`src/rtl/trim_pkg.sv`:
```
// constants shared by the level-trim serial slave
package trim_pkg;
    localparam logic [6:0] DEV_ADDR      = 7'h4F;
    localparam logic [7:0] NV_FACTORY    = 8'h80;
    localparam int         CLK_HZ        = 10_000_000;
    localparam int         NV_PROG_MS    = 100;
    localparam int         NV_PROG_CYC   = (CLK_HZ / 1000) * NV_PROG_MS;
    localparam int         BYTE_BITS     = 8;
    localparam int         LEVEL_W       = 7;
    localparam logic [3:0] ACK_SLOT      = 4'h8;
    localparam logic [3:0] BIT_LAST      = 4'h7;
endpackage

```
`src/rtl/pin_sync.sv`:
```
// two-flop synchroniser for asynchronous pins
`timescale 1ns/1ps
`default_nettype none
module pin_sync #(
    parameter int W = 1
) (
    input  wire logic         clk_i,
    input  wire logic         resetn_i,
    input  wire logic [W-1:0] async_i,
    output logic      [W-1:0] sync_o
);
    logic [W-1:0] meta_q;

    // reset to idle-high so a held bus shows no false edge after release
    always_ff @(posedge clk_i) begin
        if (!resetn_i) begin
            meta_q <= '1;
            sync_o <= '1;
        end else begin
            meta_q <= async_i;
            sync_o <= meta_q;
        end
    end
endmodule
`default_nettype wire

```
`src/rtl/nv_store.sv`:
```
// non-volatile level store with program-busy timer
`timescale 1ns/1ps
`default_nettype none
module nv_store
    import trim_pkg::*;
#(
    parameter int PROG_CYC = NV_PROG_CYC
) (
    input  wire logic                  clk_i,
    input  wire logic                  resetn_i,
    input  wire logic                  prog_i,
    input  wire logic [LEVEL_W-1:0]    prog_data_i,
    output logic      [BYTE_BITS-1:0]  stored_o,
    output logic                       busy_o
);
    logic [31:0] cnt_q;

    // contents survive reset: reset stands in for power loss only of the
    // volatile side, so the stored byte is initialised once, at load time
    logic [BYTE_BITS-1:0] store_q = NV_FACTORY;

    always_ff @(posedge clk_i) begin
        if (prog_i && !busy_o) begin
            store_q <= {1'b0, prog_data_i};
        end
    end

    assign stored_o = store_q;

    always_ff @(posedge clk_i) begin
        if (!resetn_i) begin
            cnt_q  <= '0;
            busy_o <= 1'b0;
        end else if (prog_i && !busy_o) begin
            cnt_q  <= 32'(PROG_CYC);
            busy_o <= 1'b1;
        end else if (busy_o) begin
            cnt_q  <= cnt_q - 32'd1;
            busy_o <= (cnt_q > 32'd1);
        end
    end
endmodule
`default_nettype wire

```
`src/rtl/level_trim_slave.sv`:
```
// two-wire serial slave holding a 7-bit sink-current level
`timescale 1ns/1ps
`default_nettype none
module level_trim_slave
    import trim_pkg::*;
#(
    parameter int PROG_CYC = NV_PROG_CYC
) (
    input  wire logic                clk_i,
    input  wire logic                resetn_i,
    input  wire logic                scl_i,
    input  wire logic                sda_i,
    output logic                     sda_o,
    output logic                     sda_oe_o,
    input  wire logic                wp_n_i,
    output logic      [LEVEL_W-1:0]  sink_level_o,
    output logic                     nv_busy_o
);
    import trim_pkg::*;

    typedef enum {
        ST_IDLE,
        ST_ADDR,
        ST_ADDR_ACK,
        ST_WDATA,
        ST_WDATA_ACK,
        ST_RDATA,
        ST_RDATA_ACK,
        ST_IGNORE
    } state_e;

    state_e                 state_q;
    logic [2:0]             pins_s;
    logic                   scl_s;
    logic                   sda_s;
    logic                   wp_s;
    logic                   scl_prev_q;
    logic                   sda_prev_q;
    logic                   scl_rise;
    logic                   scl_fall;
    logic                   start_det;
    logic                   stop_det;
    logic [3:0]             bit_q;
    logic [BYTE_BITS-1:0]   shift_q;
    logic                   rd_q;
    logic                   drive_low_q;
    logic                   load_done_q;
    logic                   prog_q;
    logic [BYTE_BITS-1:0]   stored;
    logic                   nv_busy;
    logic [LEVEL_W-1:0]     level_q;

    pin_sync #(
        .W(3)
    ) u_sync (
        .clk_i   (clk_i),
        .resetn_i(resetn_i),
        .async_i ({scl_i, sda_i, wp_n_i}),
        .sync_o  (pins_s)
    );

    assign scl_s = pins_s[2];
    assign sda_s = pins_s[1];
    assign wp_s  = pins_s[0];

    nv_store #(
        .PROG_CYC(PROG_CYC)
    ) u_nv (
        .clk_i      (clk_i),
        .resetn_i   (resetn_i),
        .prog_i     (prog_q),
        .prog_data_i(shift_q[BYTE_BITS-1:1]),
        .stored_o   (stored),
        .busy_o     (nv_busy)
    );

    always_ff @(posedge clk_i) begin
        if (!resetn_i) begin
            scl_prev_q <= 1'b1;
            sda_prev_q <= 1'b1;
        end else begin
            scl_prev_q <= scl_s;
            sda_prev_q <= sda_s;
        end
    end

    assign scl_rise  = scl_s && !scl_prev_q;
    assign scl_fall  = !scl_s && scl_prev_q;
    // both lines idle-high before a start is what a new transfer needs
    assign start_det = scl_s && scl_prev_q && sda_prev_q && !sda_s;
    assign stop_det  = scl_s && scl_prev_q && !sda_prev_q && sda_s;

    // frame position: eight data bits, then the acknowledge slot
    function automatic logic at_ack_slot(input logic [3:0] cnt);
        return cnt == ACK_SLOT;
    endfunction

    // address byte carries our address in its upper seven bits
    function automatic logic addr_hit(input logic [BYTE_BITS-1:0] b);
        return b[BYTE_BITS-1:1] == DEV_ADDR;
    endfunction

    // open-drain drive for one data bit: pull low only for a zero
    function automatic logic pull_for(input logic b);
        return !b;
    endfunction

    // outgoing bit at position idx, msb first
    // limitation: index wraps at eight; callers stop at the ack slot
    function automatic logic tx_bit(input logic [BYTE_BITS-1:0] b, input logic [3:0] idx);
        return b[BYTE_BITS-1-idx[2:0]];
    endfunction

    // bus events; a start or stop outranks every bit-level event
    logic quiet;
    logic in_rx;
    logic ack_fall;
    logic bit_sample;
    logic addr_done;
    logic addr_take;
    logic wdata_done;
    logic rd_launch;
    logic rbit_end;
    logic rbit_next;

    assign quiet      = !start_det && !stop_det;
    // receive states share the bit shifter
    assign in_rx      = (state_q == ST_ADDR) || (state_q == ST_WDATA);
    assign ack_fall   = scl_fall && at_ack_slot(bit_q);
    assign bit_sample = quiet && in_rx && scl_rise;
    assign addr_done  = quiet && (state_q == ST_ADDR) && ack_fall;
    // writes are refused while the store is still programming
    assign addr_take  = addr_hit(shift_q) && !(!shift_q[0] && nv_busy);
    assign wdata_done = quiet && (state_q == ST_WDATA) && ack_fall;
    // read byte: msb goes out as the address acknowledge ends
    assign rd_launch  = quiet && (state_q == ST_ADDR_ACK) && scl_fall && rd_q;
    // ninth clock of a read byte belongs to the master
    assign rbit_end   = quiet && (state_q == ST_RDATA) && scl_fall && at_ack_slot(bit_q);
    assign rbit_next  = quiet && (state_q == ST_RDATA) && scl_fall && !at_ack_slot(bit_q);

    // transaction state
    always_ff @(posedge clk_i) begin
        if (!resetn_i) begin
            state_q <= ST_IDLE;
        end else if (start_det) begin
            state_q <= ST_ADDR; // repeated start also lands here
        end else if (stop_det) begin
            state_q <= ST_IDLE;
        end else begin
            unique case (state_q)
                ST_IDLE, ST_IGNORE: begin
                    // idle and ignored frames wait for the next start
                    state_q <= state_q;
                end
                ST_ADDR: begin
                    if (ack_fall && addr_take) begin
                        state_q <= ST_ADDR_ACK;
                    end else if (ack_fall) begin
                        state_q <= ST_IGNORE;
                    end
                end
                ST_WDATA: begin
                    if (ack_fall) begin
                        state_q <= ST_WDATA_ACK;
                    end
                end
                ST_ADDR_ACK: begin
                    // the direction bit chooses which byte follows
                    if (scl_fall && rd_q) begin
                        state_q <= ST_RDATA;
                    end else if (scl_fall) begin
                        state_q <= ST_WDATA;
                    end
                end
                ST_WDATA_ACK: begin
                    // one data byte per write; a second is not acknowledged
                    if (scl_fall) begin
                        state_q <= ST_IGNORE;
                    end
                end
                ST_RDATA: begin
                    if (rbit_end) begin
                        state_q <= ST_RDATA_ACK;
                    end
                end
                ST_RDATA_ACK: begin
                    // one byte per read regardless of master ack
                    if (scl_rise) begin
                        state_q <= ST_IGNORE;
                    end
                end
            endcase
        end
    end

    // bit position inside the current byte
    always_ff @(posedge clk_i) begin
        if (!resetn_i) begin
            bit_q <= '0;
        end else if (start_det) begin
            bit_q <= '0;
        end else if (bit_sample || rbit_next) begin
            bit_q <= bit_q + 4'h1;
        end else if (in_rx && ack_fall && quiet) begin
            bit_q <= '0;
        end else if (rd_launch) begin
            // msb leaves with the acknowledge, so one bit is already out
            bit_q <= 4'h1;
        end
    end

    // receive shifter; loaded with the level byte for a read
    // write data keeps the selector in bit 0
    always_ff @(posedge clk_i) begin
        if (!resetn_i) begin
            shift_q <= '0;
        end else if (bit_sample) begin
            shift_q <= {shift_q[BYTE_BITS-2:0], sda_s};
        end else if (rd_launch) begin
            shift_q <= {level_q, 1'b0};
        end
    end

    // direction bit, kept for the acknowledge slot that follows
    always_ff @(posedge clk_i) begin
        if (!resetn_i) begin
            rd_q <= 1'b0;
        end else if (addr_done) begin
            rd_q <= shift_q[0];
        end
    end

    // data-line pull; changed only after a clock fall, stable while high
    // any start or stop lets go of the line at once
    always_ff @(posedge clk_i) begin
        if (!resetn_i) begin
            drive_low_q <= 1'b0;
        end else if (!quiet) begin
            drive_low_q <= 1'b0;
        end else begin
            unique case (state_q)
                ST_IDLE, ST_IGNORE: begin
                    drive_low_q <= 1'b0;
                end
                ST_ADDR: begin
                    // no pull for a foreign address or a refused write
                    if (ack_fall) begin
                        drive_low_q <= addr_take;
                    end
                end
                ST_WDATA: begin
                    if (ack_fall) begin
                        drive_low_q <= 1'b1;
                    end
                end
                ST_ADDR_ACK: begin
                    if (scl_fall && rd_q) begin
                        drive_low_q <= pull_for(level_q[LEVEL_W-1]);
                    end else if (scl_fall) begin
                        drive_low_q <= 1'b0;
                    end
                end
                ST_WDATA_ACK: begin
                    if (scl_fall) begin
                        drive_low_q <= 1'b0;
                    end
                end
                ST_RDATA: begin
                    if (rbit_end) begin
                        drive_low_q <= 1'b0; // release for master ack
                    end else if (rbit_next) begin
                        drive_low_q <= pull_for(tx_bit(shift_q, bit_q));
                    end
                end
                ST_RDATA_ACK: begin
                    // master owns the ninth read clock
                    drive_low_q <= 1'b0;
                end
            endcase
        end
    end

    // commits on the ack slot so the byte has been fully received
    logic commit;
    assign commit = wdata_done;

    // protected writes still complete on the bus but change nothing
    logic level_wr;
    logic prog_wr;
    assign level_wr = commit && wp_s && shift_q[0];
    assign prog_wr  = commit && wp_s && !shift_q[0];

    always_ff @(posedge clk_i) begin
        if (!resetn_i) begin
            prog_q <= 1'b0;
        end else begin
            prog_q <= prog_wr;
        end
    end

    // level reload stands for power-up recall; store keeps its contents
    always_ff @(posedge clk_i) begin
        if (!resetn_i) begin
            load_done_q <= 1'b0;
            level_q     <= '0;
        end else if (!load_done_q) begin
            load_done_q <= 1'b1;
            level_q     <= stored[LEVEL_W-1:0];
        end else if (level_wr) begin
            level_q <= shift_q[BYTE_BITS-1:1];
        end
    end

    assign sink_level_o = level_q;
    assign nv_busy_o    = nv_busy;
    assign sda_o        = 1'b0;
    assign sda_oe_o     = drive_low_q;
endmodule
`default_nettype wire

```
`config.mk`:
```
export PLATFORM = sky130hd
export DESIGN_NAME = level_trim_slave
export DESIGN_NICKNAME = d
export VERILOG_FILES = /design/src/rtl/trim_pkg.sv /design/src/rtl/pin_sync.sv /design/src/rtl/nv_store.sv /design/src/rtl/level_trim_slave.sv
export SDC_FILE = /design/constraint.sdc
export NUM_CORES = 1
export LEC_CHECK = 0
export BUFFER_PORTS_ARGS = -buffer_cell sky130_fd_sc_hd__buf_4
export CORE_MARGIN = 5
export CORE_UTILIZATION = 35
export DETAILED_ROUTE_END_ITERATION = 7
export HOLD_SLACK_MARGIN = 0.05
export MAX_ROUTING_LAYER = met4
export PLACE_DENSITY = 0.54
export SLEW_MARGIN = 0
export SYNTH_ARGS = -nofsm -noshare
export SYNTH_HDL_FRONTEND = slang
export SYNTH_SLANG_ARGS = --single-unit
```
`constraint.sdc`:
```
create_clock -name clk_i -period 2 [get_ports clk_i]
set_input_delay 0.4 -clock clk_i [delete_from_list [all_inputs] [get_ports clk_i]]
set_output_delay 0.4 -clock clk_i [all_outputs]
set_load 0.02 [all_outputs]
```
==> flow_summary.yaml, run 1 <==
synth:
  ys_ff_latch: 74
  syn_area_per_cell_um2: 9.30
  synth.distinct_cells: 58
  seq_area_frac_synth_pct: 44.7
  synthTopCellsByArea: "dfxtp_1, edfxtp_1, mux2i_1, o211a_1, nor2_1"
  syn-num-nets: 382
  syn-cell-area_mm2: 0.00347
  synth_cells: 373
  yosysTopAreaCellShare_pct: 38.7
  yosys_most_used_dff: "dfxtp_1"
  synth_edf_count: 7
  async_reset_ff_share_pct: 0
  netlist_top_cells_count: "dfxtp_1, nor2_1, nand2_1, o21ai_0"
  yosysTopAreaCell: "dfxtp_1"
  yosysMostFrequentCell: "dfxtp_1"
  yosys_warnings: 0
global_route:
  grt_use_total_pct: 13.6
  gr-total-overflow: 0
  grt_pass1_wl_mm: 12.6
  grt_max_degree: 34
  grt_pass1_vias: 2674
  antenna_found_initial: 0
routing:
  dr.pass1.iters: 4
  wl_mm: 7.59
  drc_errors: 0
  via_per_inst: 5.02
  antenna_left: 0
  vias: 2819
  wl_per_cell_um: 13.5
  drt_iter0_markers: 84
worst_hold_path:
  hold_path_class: "in -> reg"
critical_path:
  critPathRequiredTime_ns: 2.28
  end_kind: "register"
  setup.worst_path.start_class: "register"
  setup.worst_path.class: "reg -> reg"
  cp_max_fo: 3
  cp.arrival_ns: 2.36
timing:
  fin_crit_sh_pct: 104
  setup_tns_ns: -0.307
  tightest_slew_ns: 0.493
  fin_crit_ns: 2.08
  fin_skew_ns: 0.00534
  finalMaxSlewViolations: 0
  setup_ws_ns: -0.0833
  fmax_ghz: 0.480
  rsz0062_at_grt: "yes"
  setup_viol: 5
  hold_viol_final: 0
  max_slew_margin_pct: 66.9
  holdWs_ns: 0.239
floorplanning:
  io_pins: 15
  core_area_mm2: 0.00973
  row_count: 36
  dieWidth_um: 110
  die_height_um: 110
  initial_core_util_pct: 35.6
  die-area_mm2: 0.0120
final_layout:
  final_util_pct: 43.5
  fin_area_mm2: 0.00424
  syn_to_final_growth_pct: 22.1
  instances_no_fill: 561
  fill_cells: 1007
  diodes: 0
  finalNetCount: 432
  drive_gt1_share_pct: 23.4
power_and_ir_drop:
  p_int_mw: 2.02
  total_power_mw: 2.68
  ir_drop_mv: 0.269
  p_per_area_mw_per_mm2: 634
  switchingPower_mw: 0.666
  power.share.clock_pct: 38.1
  swShare_pct: 24.8
  total_leakage_power_nw: 1.78
  combinationalPowerShare_pct: 4.7
  p_seq_share_pct: 57.2
run_status:
  violations: "setup timing"
  outcome: "finished, violations left"
placed_design:
  dp_cells: 545
  dpl_worst_slack_ns: -0.117
  place_area_mm2: 0.00402
  dpl.hpwl_mm: 5.32
  io_buffers: 13
  place.gp.congestion: 0.797
clock_network:
  cts_sinks: 74
  hold_buffers: 0
  htreeDepth: 3
  clock_latency_ns: 0.34
  cts_tree: "done"
  clockBufferDepth: 2
  clockRootBuffer: "clkbuf_8"
  numCtsBuffers: 9
  clk_pin_slew_ns: 0.08
job:
  drv_cap: 0
state kept, by name, summed over array words and instances, names as in the netlist:
signal	cells
u_sync.sync_o	3
scl_prev_q	1
u_nv.stored_o	7
bit_q	4
u_sync.meta_q	3
load_done_q	1
sda_prev_q	1
u_nv.busy_o	1
shift_q	8
u_nv.cnt_q	32
state_q	3
prog_q	1
sda_oe_o	1
sink_level_o	7
rd_q	1
placed cells by master, fill, tap and decap left out, drive strengths merged, types with 6 or more instances in the layout:
cell     n
dfxtp   67
buf     60
nor2    34
nand2   26
nor3    18
o21ai   18
mux2i   17
a21oi   15
o211a   14
inv     12
nand2b  11
clkbuf  10
nand3    9
xnor2    9
a211oi   8
xor2     8
or4      8
edfxtp   7
or3      6
nor4     6
nand4    6
path summary, 6_finish.rpt:
path	cells past startpoint	end	from	slack [ns]
hold / removal	2	u_sync.meta_q[2]	scl_i	0.24
setup / recovery	5	u_nv.cnt_q[31]	u_nv.cnt_q[26]	-0.08
hold reg to reg	1	u_sync.sync_o[2]	u_sync.meta_q[2]	0.41
setup reg to reg	5	u_nv.cnt_q[31]	u_nv.cnt_q[26]	-0.08
layout make-up:
cell class	instances	area (um^2)	area share (%)
inverters	11	41.3	0.975
multi-input cells	267	1850	43.6
clock inverters	6	42.5	1.00
repair buffers	60	454	10.7
well taps	133	166	3.93
clock buffers	10	128	3.01
flip-flops and latches	74	1560	36.7
cells by family after synthesis:
logic type               synth area share (%)
XOR/XNOR                                 4.29
other                                   0.108
buffers and inverters                    3.64
AND/OR/NAND/NOR                          25.0
multiplexers                             5.88
adder cells (fa/ha/maj)                  1.44
flip-flops                               44.7
AO/OA/AOI/OAI                            14.9
power groups by stage:
stage / clock (mW) / sequential [mW] / combinational [mW]
CTS: 1.07 / 1.53 / 0.128
global route: 1.13 / 1.54 / 0.140
detailed placement: 0 / 1.57 / 0.128
floorplan: 0 / 1.57 / 0.0774
finish: 1.02 / 1.53 / 0.127
global placement: 0 / 1.57 / 0.126
worst max-delay path, stage by stage, from the launching register on:
cell	delay (ns)
dfxtp_1	0.31
or4_4	0.53
or4_4	0.43
buf_4	0.16
or4_4	0.47
a21oi_2	0.12
per-layer routing:
| layer | routed length, um | GRT usage (%) | vias to the layer above |
|---|---|---|---|
| met4 | 63 | 3.47 | 0 |
| met2 | 3650 | 22.8 | 22 |
| met3 | 177 | 3.88 | 7 |
| met5 | 0 | - | - |
| li1 | - | - | 1455 |
| met1 | 3690 | 16.2 | 1335 |
timing repair:
| action | CTS | global route |
|---|---|---|
| endpoints found under the setup margin | 5 | 9 |
| gates resized for setup | 2 | 11 |
| pin swaps | 4 | 3 |
| buffers inserted | 0 | 0 |
Note: power is estimated with default switching activity, not from simulation.
==> run 2, diff against run 1 <==
- RECOVER_POWER: default -> 100
==> run 2 against run 1 <==
  * The flow still finishes with violations (setup timing)
  * Routed wire length is 0.14% higher
  * Sequential cell count stayed put
  * Setup slack hardly changed
  * Maximum frequency stayed put
  * Critical path depth stayed put
  * Sequential power hardly changed
  * Clock skew hardly changed
  * Combinational power is 5% lower
  * Critical path type unchanged
  * Critical endpoint unchanged
  * Largest cell class unchanged
  * Highest routed layer unchanged
==> flow_summary.yaml, run 2 (same netlist as run 1, synthesis figures left out) <==
run_status:
  outcome: "finished, violations left"
  violations: "setup timing"
timing:
  rsz0062_at_grt: "yes"
  fin_skew_ns: 0.00537
  holdWs_ns: 0.239
  fmax_ghz: 0.480
  tightest_slew_ns: 0.784
  max_slew_margin_pct: 47.7
  finalMaxSlewViolations: 0
  setup_ws_ns: -0.0833
  fin_crit_ns: 2.08
  setup_viol: 5
  hold_viol_final: 0
  fin_crit_sh_pct: 104
clock_network:
  clockBufferDepth: 2
  post_cts_buffers: 0
  cts_tree: "done"
  hold_buffers: 0
  clockRootBuffer: "clkbuf_8"
  cts_sinks: 74
  htreeDepth: 3
  clock_latency_ns: 0.34
  numCtsBuffers: 9
  clk_pin_slew_ns: 0.08
final_layout:
  largest_reg_flops: 32
  drive_gt1_share_pct: 21.0
  top_register: "u_nv.cnt_q"
  largestRegisters: "u_nv.cnt_q x32, shift_q x8"
  syn_to_final_growth_pct: 21.0
  final_cell_mix: "dfxtp_1, buf_4, nor2_1"
  finalNetCount: 432
  final_common_cell: "dfxtp_1"
  diodes: 0
  final_util_pct: 43.1
  instances_no_fill: 561
job:
  drv_cap: 0
floorplanning:
  core_area_mm2: 0.00973
  die_height_um: 110
  initial_core_util_pct: 35.6
  die-area_mm2: 0.0120
  row_count: 36
  dieWidth_um: 110
  io_pins: 15
routing:
  vias: 2823
  antenna_left: 0
  drc_errors: 0
  drt_iter0_markers: 95
  dr.pass1.iters: 4
  wl_mm: 7.60
  wl_per_cell_um: 13.5
  via_per_inst: 5.03
power_and_ir_drop:
  combinationalPowerShare_pct: 4.5
  power.share.clock_pct: 38.2
  switchingPower_mw: 0.666
  ir_drop_mv: 0.269
  p_int_mw: 2.01
  total_leakage_power_nw: 1.74
  swShare_pct: 24.9
  p_per_area_mw_per_mm2: 638
  p_seq_share_pct: 57.3
worst_hold_path:
  hold_start: "scl_i"
  hold_depth: 2
  min_to: "u_sync.meta_q[2]"
  hold_path_class: "in -> reg"
critical_path:
  setup.worst_path.start_class: "register"
  setup.worst_path.class: "reg -> reg"
  end_kind: "register"
  rr_startpoint: "u_nv.cnt_q[26]"
  regToRegEndpoint: "u_nv.cnt_q[31]"
  reg2reg_depth: 5
  critPathRequiredTime_ns: 2.28
  critPathLaunch: "u_nv.cnt_q[26]"
  cp_max_fo: 3
  ff2ff_setup_slack_ns: -0.08
  cp.arrival_ns: 2.36
global_route:
  antenna_found_initial: 0
  grt_use_total_pct: 13.6
  gr-total-overflow: 0
  grt_pass1_wl_mm: 12.6
  grt_max_degree: 34
  grt_pass1_vias: 2674
placed_design:
  dpl.hpwl_mm: 5.32
  io_buffers: 13
  dp_cells: 545
  place.gp.congestion: 0.797
==> run 2: area by class of cell <==
type	count	area, um^2
Timing Repair Buffer	60	418
Inverter	11	41.3
Clock buffer	10	128
Sequential cell	74	1550
Fill cell	1013	5530
Clock inverter	6	42.5
Tap cell	133	166
Multi-Input combinational cell	267	1850
==> run 2: worst max-delay path, stage by stage (launching register included) <==
cell and delay, ns:
dfxtp_1 0.31, or4_4 0.53, or4_4 0.43, buf_4 0.16, or4_4 0.47, a21oi_2 0.12
==> run 2: per-stage QoR <==
| stage | setup slack (ns) | cell area, um^2 | setup TNS (ns) | power, mW |
|---|---|---|---|---|
| 2_1_floorplan | -0.129 | 3480 | -0.261 | 1.65 |
| 6_report | -0.0833 | 4200 | -0.307 | 2.68 |
| 3_3_place_gp | -0.103 | 4020 | -0.296 | 1.70 |
| 4_1_cts | -0.121 | 4190 | -0.312 | 2.73 |
| 5_1_grt | -0.112 | 4200 | -0.801 | 2.80 |
| 3_5_place_dp | -0.117 | 4020 | -0.345 | 1.70 |
==> run 2: worst max path at each step <==
stage | to | slack (ns)
2_1_floorplan | u_nv.cnt_q[30] | -0.13
3_3_place_gp | u_nv.cnt_q[30] | -0.10
3_5_place_dp | u_nv.cnt_q[30] | -0.12
4_1_cts | u_nv.cnt_q[30] | -0.12
5_1_grt | u_nv.cnt_q[31] | -0.11
6_report | u_nv.cnt_q[31] | -0.08
==> run 2: power by group through the flow <==
stage	combinational [mW]	sequential [mW]	clock [mW]
after floorplan	0.0774	1.57	0
after global placement	0.126	1.57	0
after detailed placement	0.128	1.57	0
after CTS	0.128	1.53	1.07
after global routing	0.134	1.54	1.13
final	0.121	1.53	1.02
==> run 2: per-layer routing <==
metal	track usage, %	part of all wire (%)	wire length, um	up-vias
li1	-	-	-	1456
met1	16.2	49	3700	1338
met2	22.8	48	3660	22
met3	3.88	2.4	180	7
met4	3.47	0.83	63	0
met5	-	0	0	-
==> run 2: timing repair <==
item / 4_1_cts / 5_1_grt
pin swaps: 4 / 3
setup endpoints to repair: 5 / 9
resized for setup: 2 / 11
==> run 3, diff against run 2 <==
- SYNTH_HIERARCHICAL: default -> 1
==> run 3 against run 2 <==
  * The run still ends with setup timing left
  * Synthesized cell count increased by 3.2%
  * Hold slack improved by 0.0037 ns
  * First-iteration DRC count increased by 22%
==> flow_summary.yaml, run 3 <==
critical_path:
  reg2reg_depth: 4
  critPathLaunch: "u_nv/cnt_q[2]"
  worst_path_max_delay_cell: "or4b_4"
  critPathRequiredTime_ns: 2.27
  ff2ff_setup_slack_ns: -0.12
  rr_startpoint: "u_nv/cnt_q[2]"
  end_kind: "register"
  setup.worst_path.start_class: "register"
  crit_chain: "or4b_4, or4b_4, or4_4, a21oi_2"
  setup.worst_path.class: "reg -> reg"
  critPathMaxStageDelay_ns: 0.58
  regToRegEndpoint: "u_nv/cnt_q[21]"
  cpMostUsedCell: "or4b_4"
  cp.arrival_ns: 2.39
  cp_max_fo: 8
  crit_end: "u_nv/cnt_q[21]"
synth:
  yosys_warnings: 6
  syn-cell-area_mm2: 0.00365
  syn-num-nets: 394
  synth_cells: 385
  syn_area_per_cell_um2: 9.48
clock_network:
  clock_latency_ns: 0.34
  clk_pin_slew_ns: 0.08
  cts_sinks: 74
  htreeDepth: 3
  clockBufferDepth: 2
  clockRootBuffer: "clkbuf_8"
  numCtsBuffers: 9
  hold_buffers: 0
  cts_tree: "done"
timing:
  tightest_slew_ns: 0.811
  setup_viol: 10
  finalMaxSlewViolations: 0
  hold_viol_final: 0
  setup_ws_ns: -0.121
  fmax_ghz: 0.472
  rsz0062_at_grt: "yes"
  fin_crit_ns: 2.12
  max_slew_margin_pct: 45.9
  fin_crit_sh_pct: 106
  fin_skew_ns: 0.0103
job:
  drv_cap: 0
final_layout:
  largestRegisters: "u_nv/cnt_q x32, shift_q x8"
  finalNetCount: 443
  final_common_cell: "dfxtp_1"
  largest_reg_flops: 32
  drive_gt1_share_pct: 26.9
  diodes: 0
  top_register: "u_nv/cnt_q"
  final_util_pct: 44.1
  syn_to_final_growth_pct: 23.8
  final_cell_mix: "dfxtp_1, buf_4, nor2_1"
global_route:
  grt_use_total_pct: 13.7
  met2_usage_pct: 21.9
  gr-total-overflow: 0
  antenna_found_initial: 0
  grt_pass1_vias: 2956
  use_met3_pct: 3.45
  grt_max_degree: 36
  top_usage_layer: "met2"
  use_met1_pct: 17.0
  grt_pass1_wl_mm: 14.0
floorplanning:
  die-area_mm2: 0.0126
  die_height_um: 112
  io_pins: 15
  initial_core_util_pct: 35.7
  core_area_mm2: 0.0102
  row_count: 37
  dieWidth_um: 112
worst_hold_path:
  hold_path_class: "in -> reg"
run_status:
  outcome: "finished, violations left"
  violations: "setup timing"
routing:
  via_per_inst: 5.31
  antenna_left: 0
  wl_mm: 8.47
  wl_per_cell_um: 14.7
  drt_iter0_markers: 116
  drc_errors: 0
  dr.pass1.iters: 4
  vias: 3053
power_and_ir_drop:
  total_leakage_power_nw: 1.68
  ir_drop_mv: 0.243
  p_per_area_mw_per_mm2: 619
  total_power_mw: 2.80
placed_design:
  dpl.hpwl_mm: 5.84
  io_buffers: 13
  dpl_worst_slack_ns: -0.297
  place.gp.congestion: 0.817
## run 3: worst min path at each step
stage / from / end / slack, ns / cells past startpoint
3_3_place_gp: u_sync/meta_q[2] / u_sync/sync_o[2] / 0.39 / 1
5_1_grt: sda_i / u_sync/meta_q[1] / 0.23 / 2
3_5_place_dp: u_sync/meta_q[0] / u_sync/sync_o[0] / 0.40 / 1
4_1_cts: sda_i / u_sync/meta_q[1] / 0.23 / 2
2_1_floorplan: u_sync/meta_q[0] / u_sync/sync_o[0] / 0.39 / 1
6_report: sda_i / u_sync/meta_q[1] / 0.24 / 2
## run 3: final cells by class
type | instances | area (um^2)
inverters | 7 | 26.3
fillers | 998 | 5710
clock inverters | 7 | 70.1
flip-flops and latches | 74 | 1560
multi-input cells | 281 | 2140
well taps | 136 | 170
clock buffers | 9 | 124
repair buffers | 61 | 429
## run 3: power breakdown
| part | switching (mW) | leakage, nW | internal [mW] |
|---|---|---|---|
| Sequential | 0.0244 | 0.610 | 1.51 |
| Clock | 0.559 | 0.0990 | 0.573 |
| Combinational | 0.0771 | 0.967 | 0.0528 |
| Total | 0.660 | 1.68 | 2.14 |
## run 3: routing by layer
layer / vias to the layer above / wire [um] / part of all wire, %
li1: 1547 / - / -
met5: - / 0 / 0
met3: 9 / 245 / 2.9
met1: 1458 / 4010 / 47
met4: 0 / 93 / 1.1
met2: 39 / 4120 / 49
## run 3: worst max-delay path: cells and delay by family, from the launching register on
family	cells	cell delay (ns)
compound gates	1	0.12
flops	1	0.32
simple gates	3	1.60
## run 3: repair_timing
action	CTS	global route
gates resized for setup	9	30
endpoints found under the setup margin	14	26
setup buffers	1	2
pin swaps	11	13
## run 3: per-stage QoR
| stage | instance area, um^2 | instances | setup TNS, ns | hold slack (ns) |
|---|---|---|---|---|
| 3_3_place_gp | 4150 | 556 | -1.70 | 0.388 |
| 4_1_cts | 4400 | 573 | -0.904 | 0.226 |
| 6_report | 4520 | 575 | -0.634 | 0.243 |
| 2_1_floorplan | 3680 | 385 | -2.52 | 0.386 |
| 5_1_grt | 4520 | 575 | -1.61 | 0.232 |
| 3_5_place_dp | 4150 | 556 | -1.83 | 0.401 |
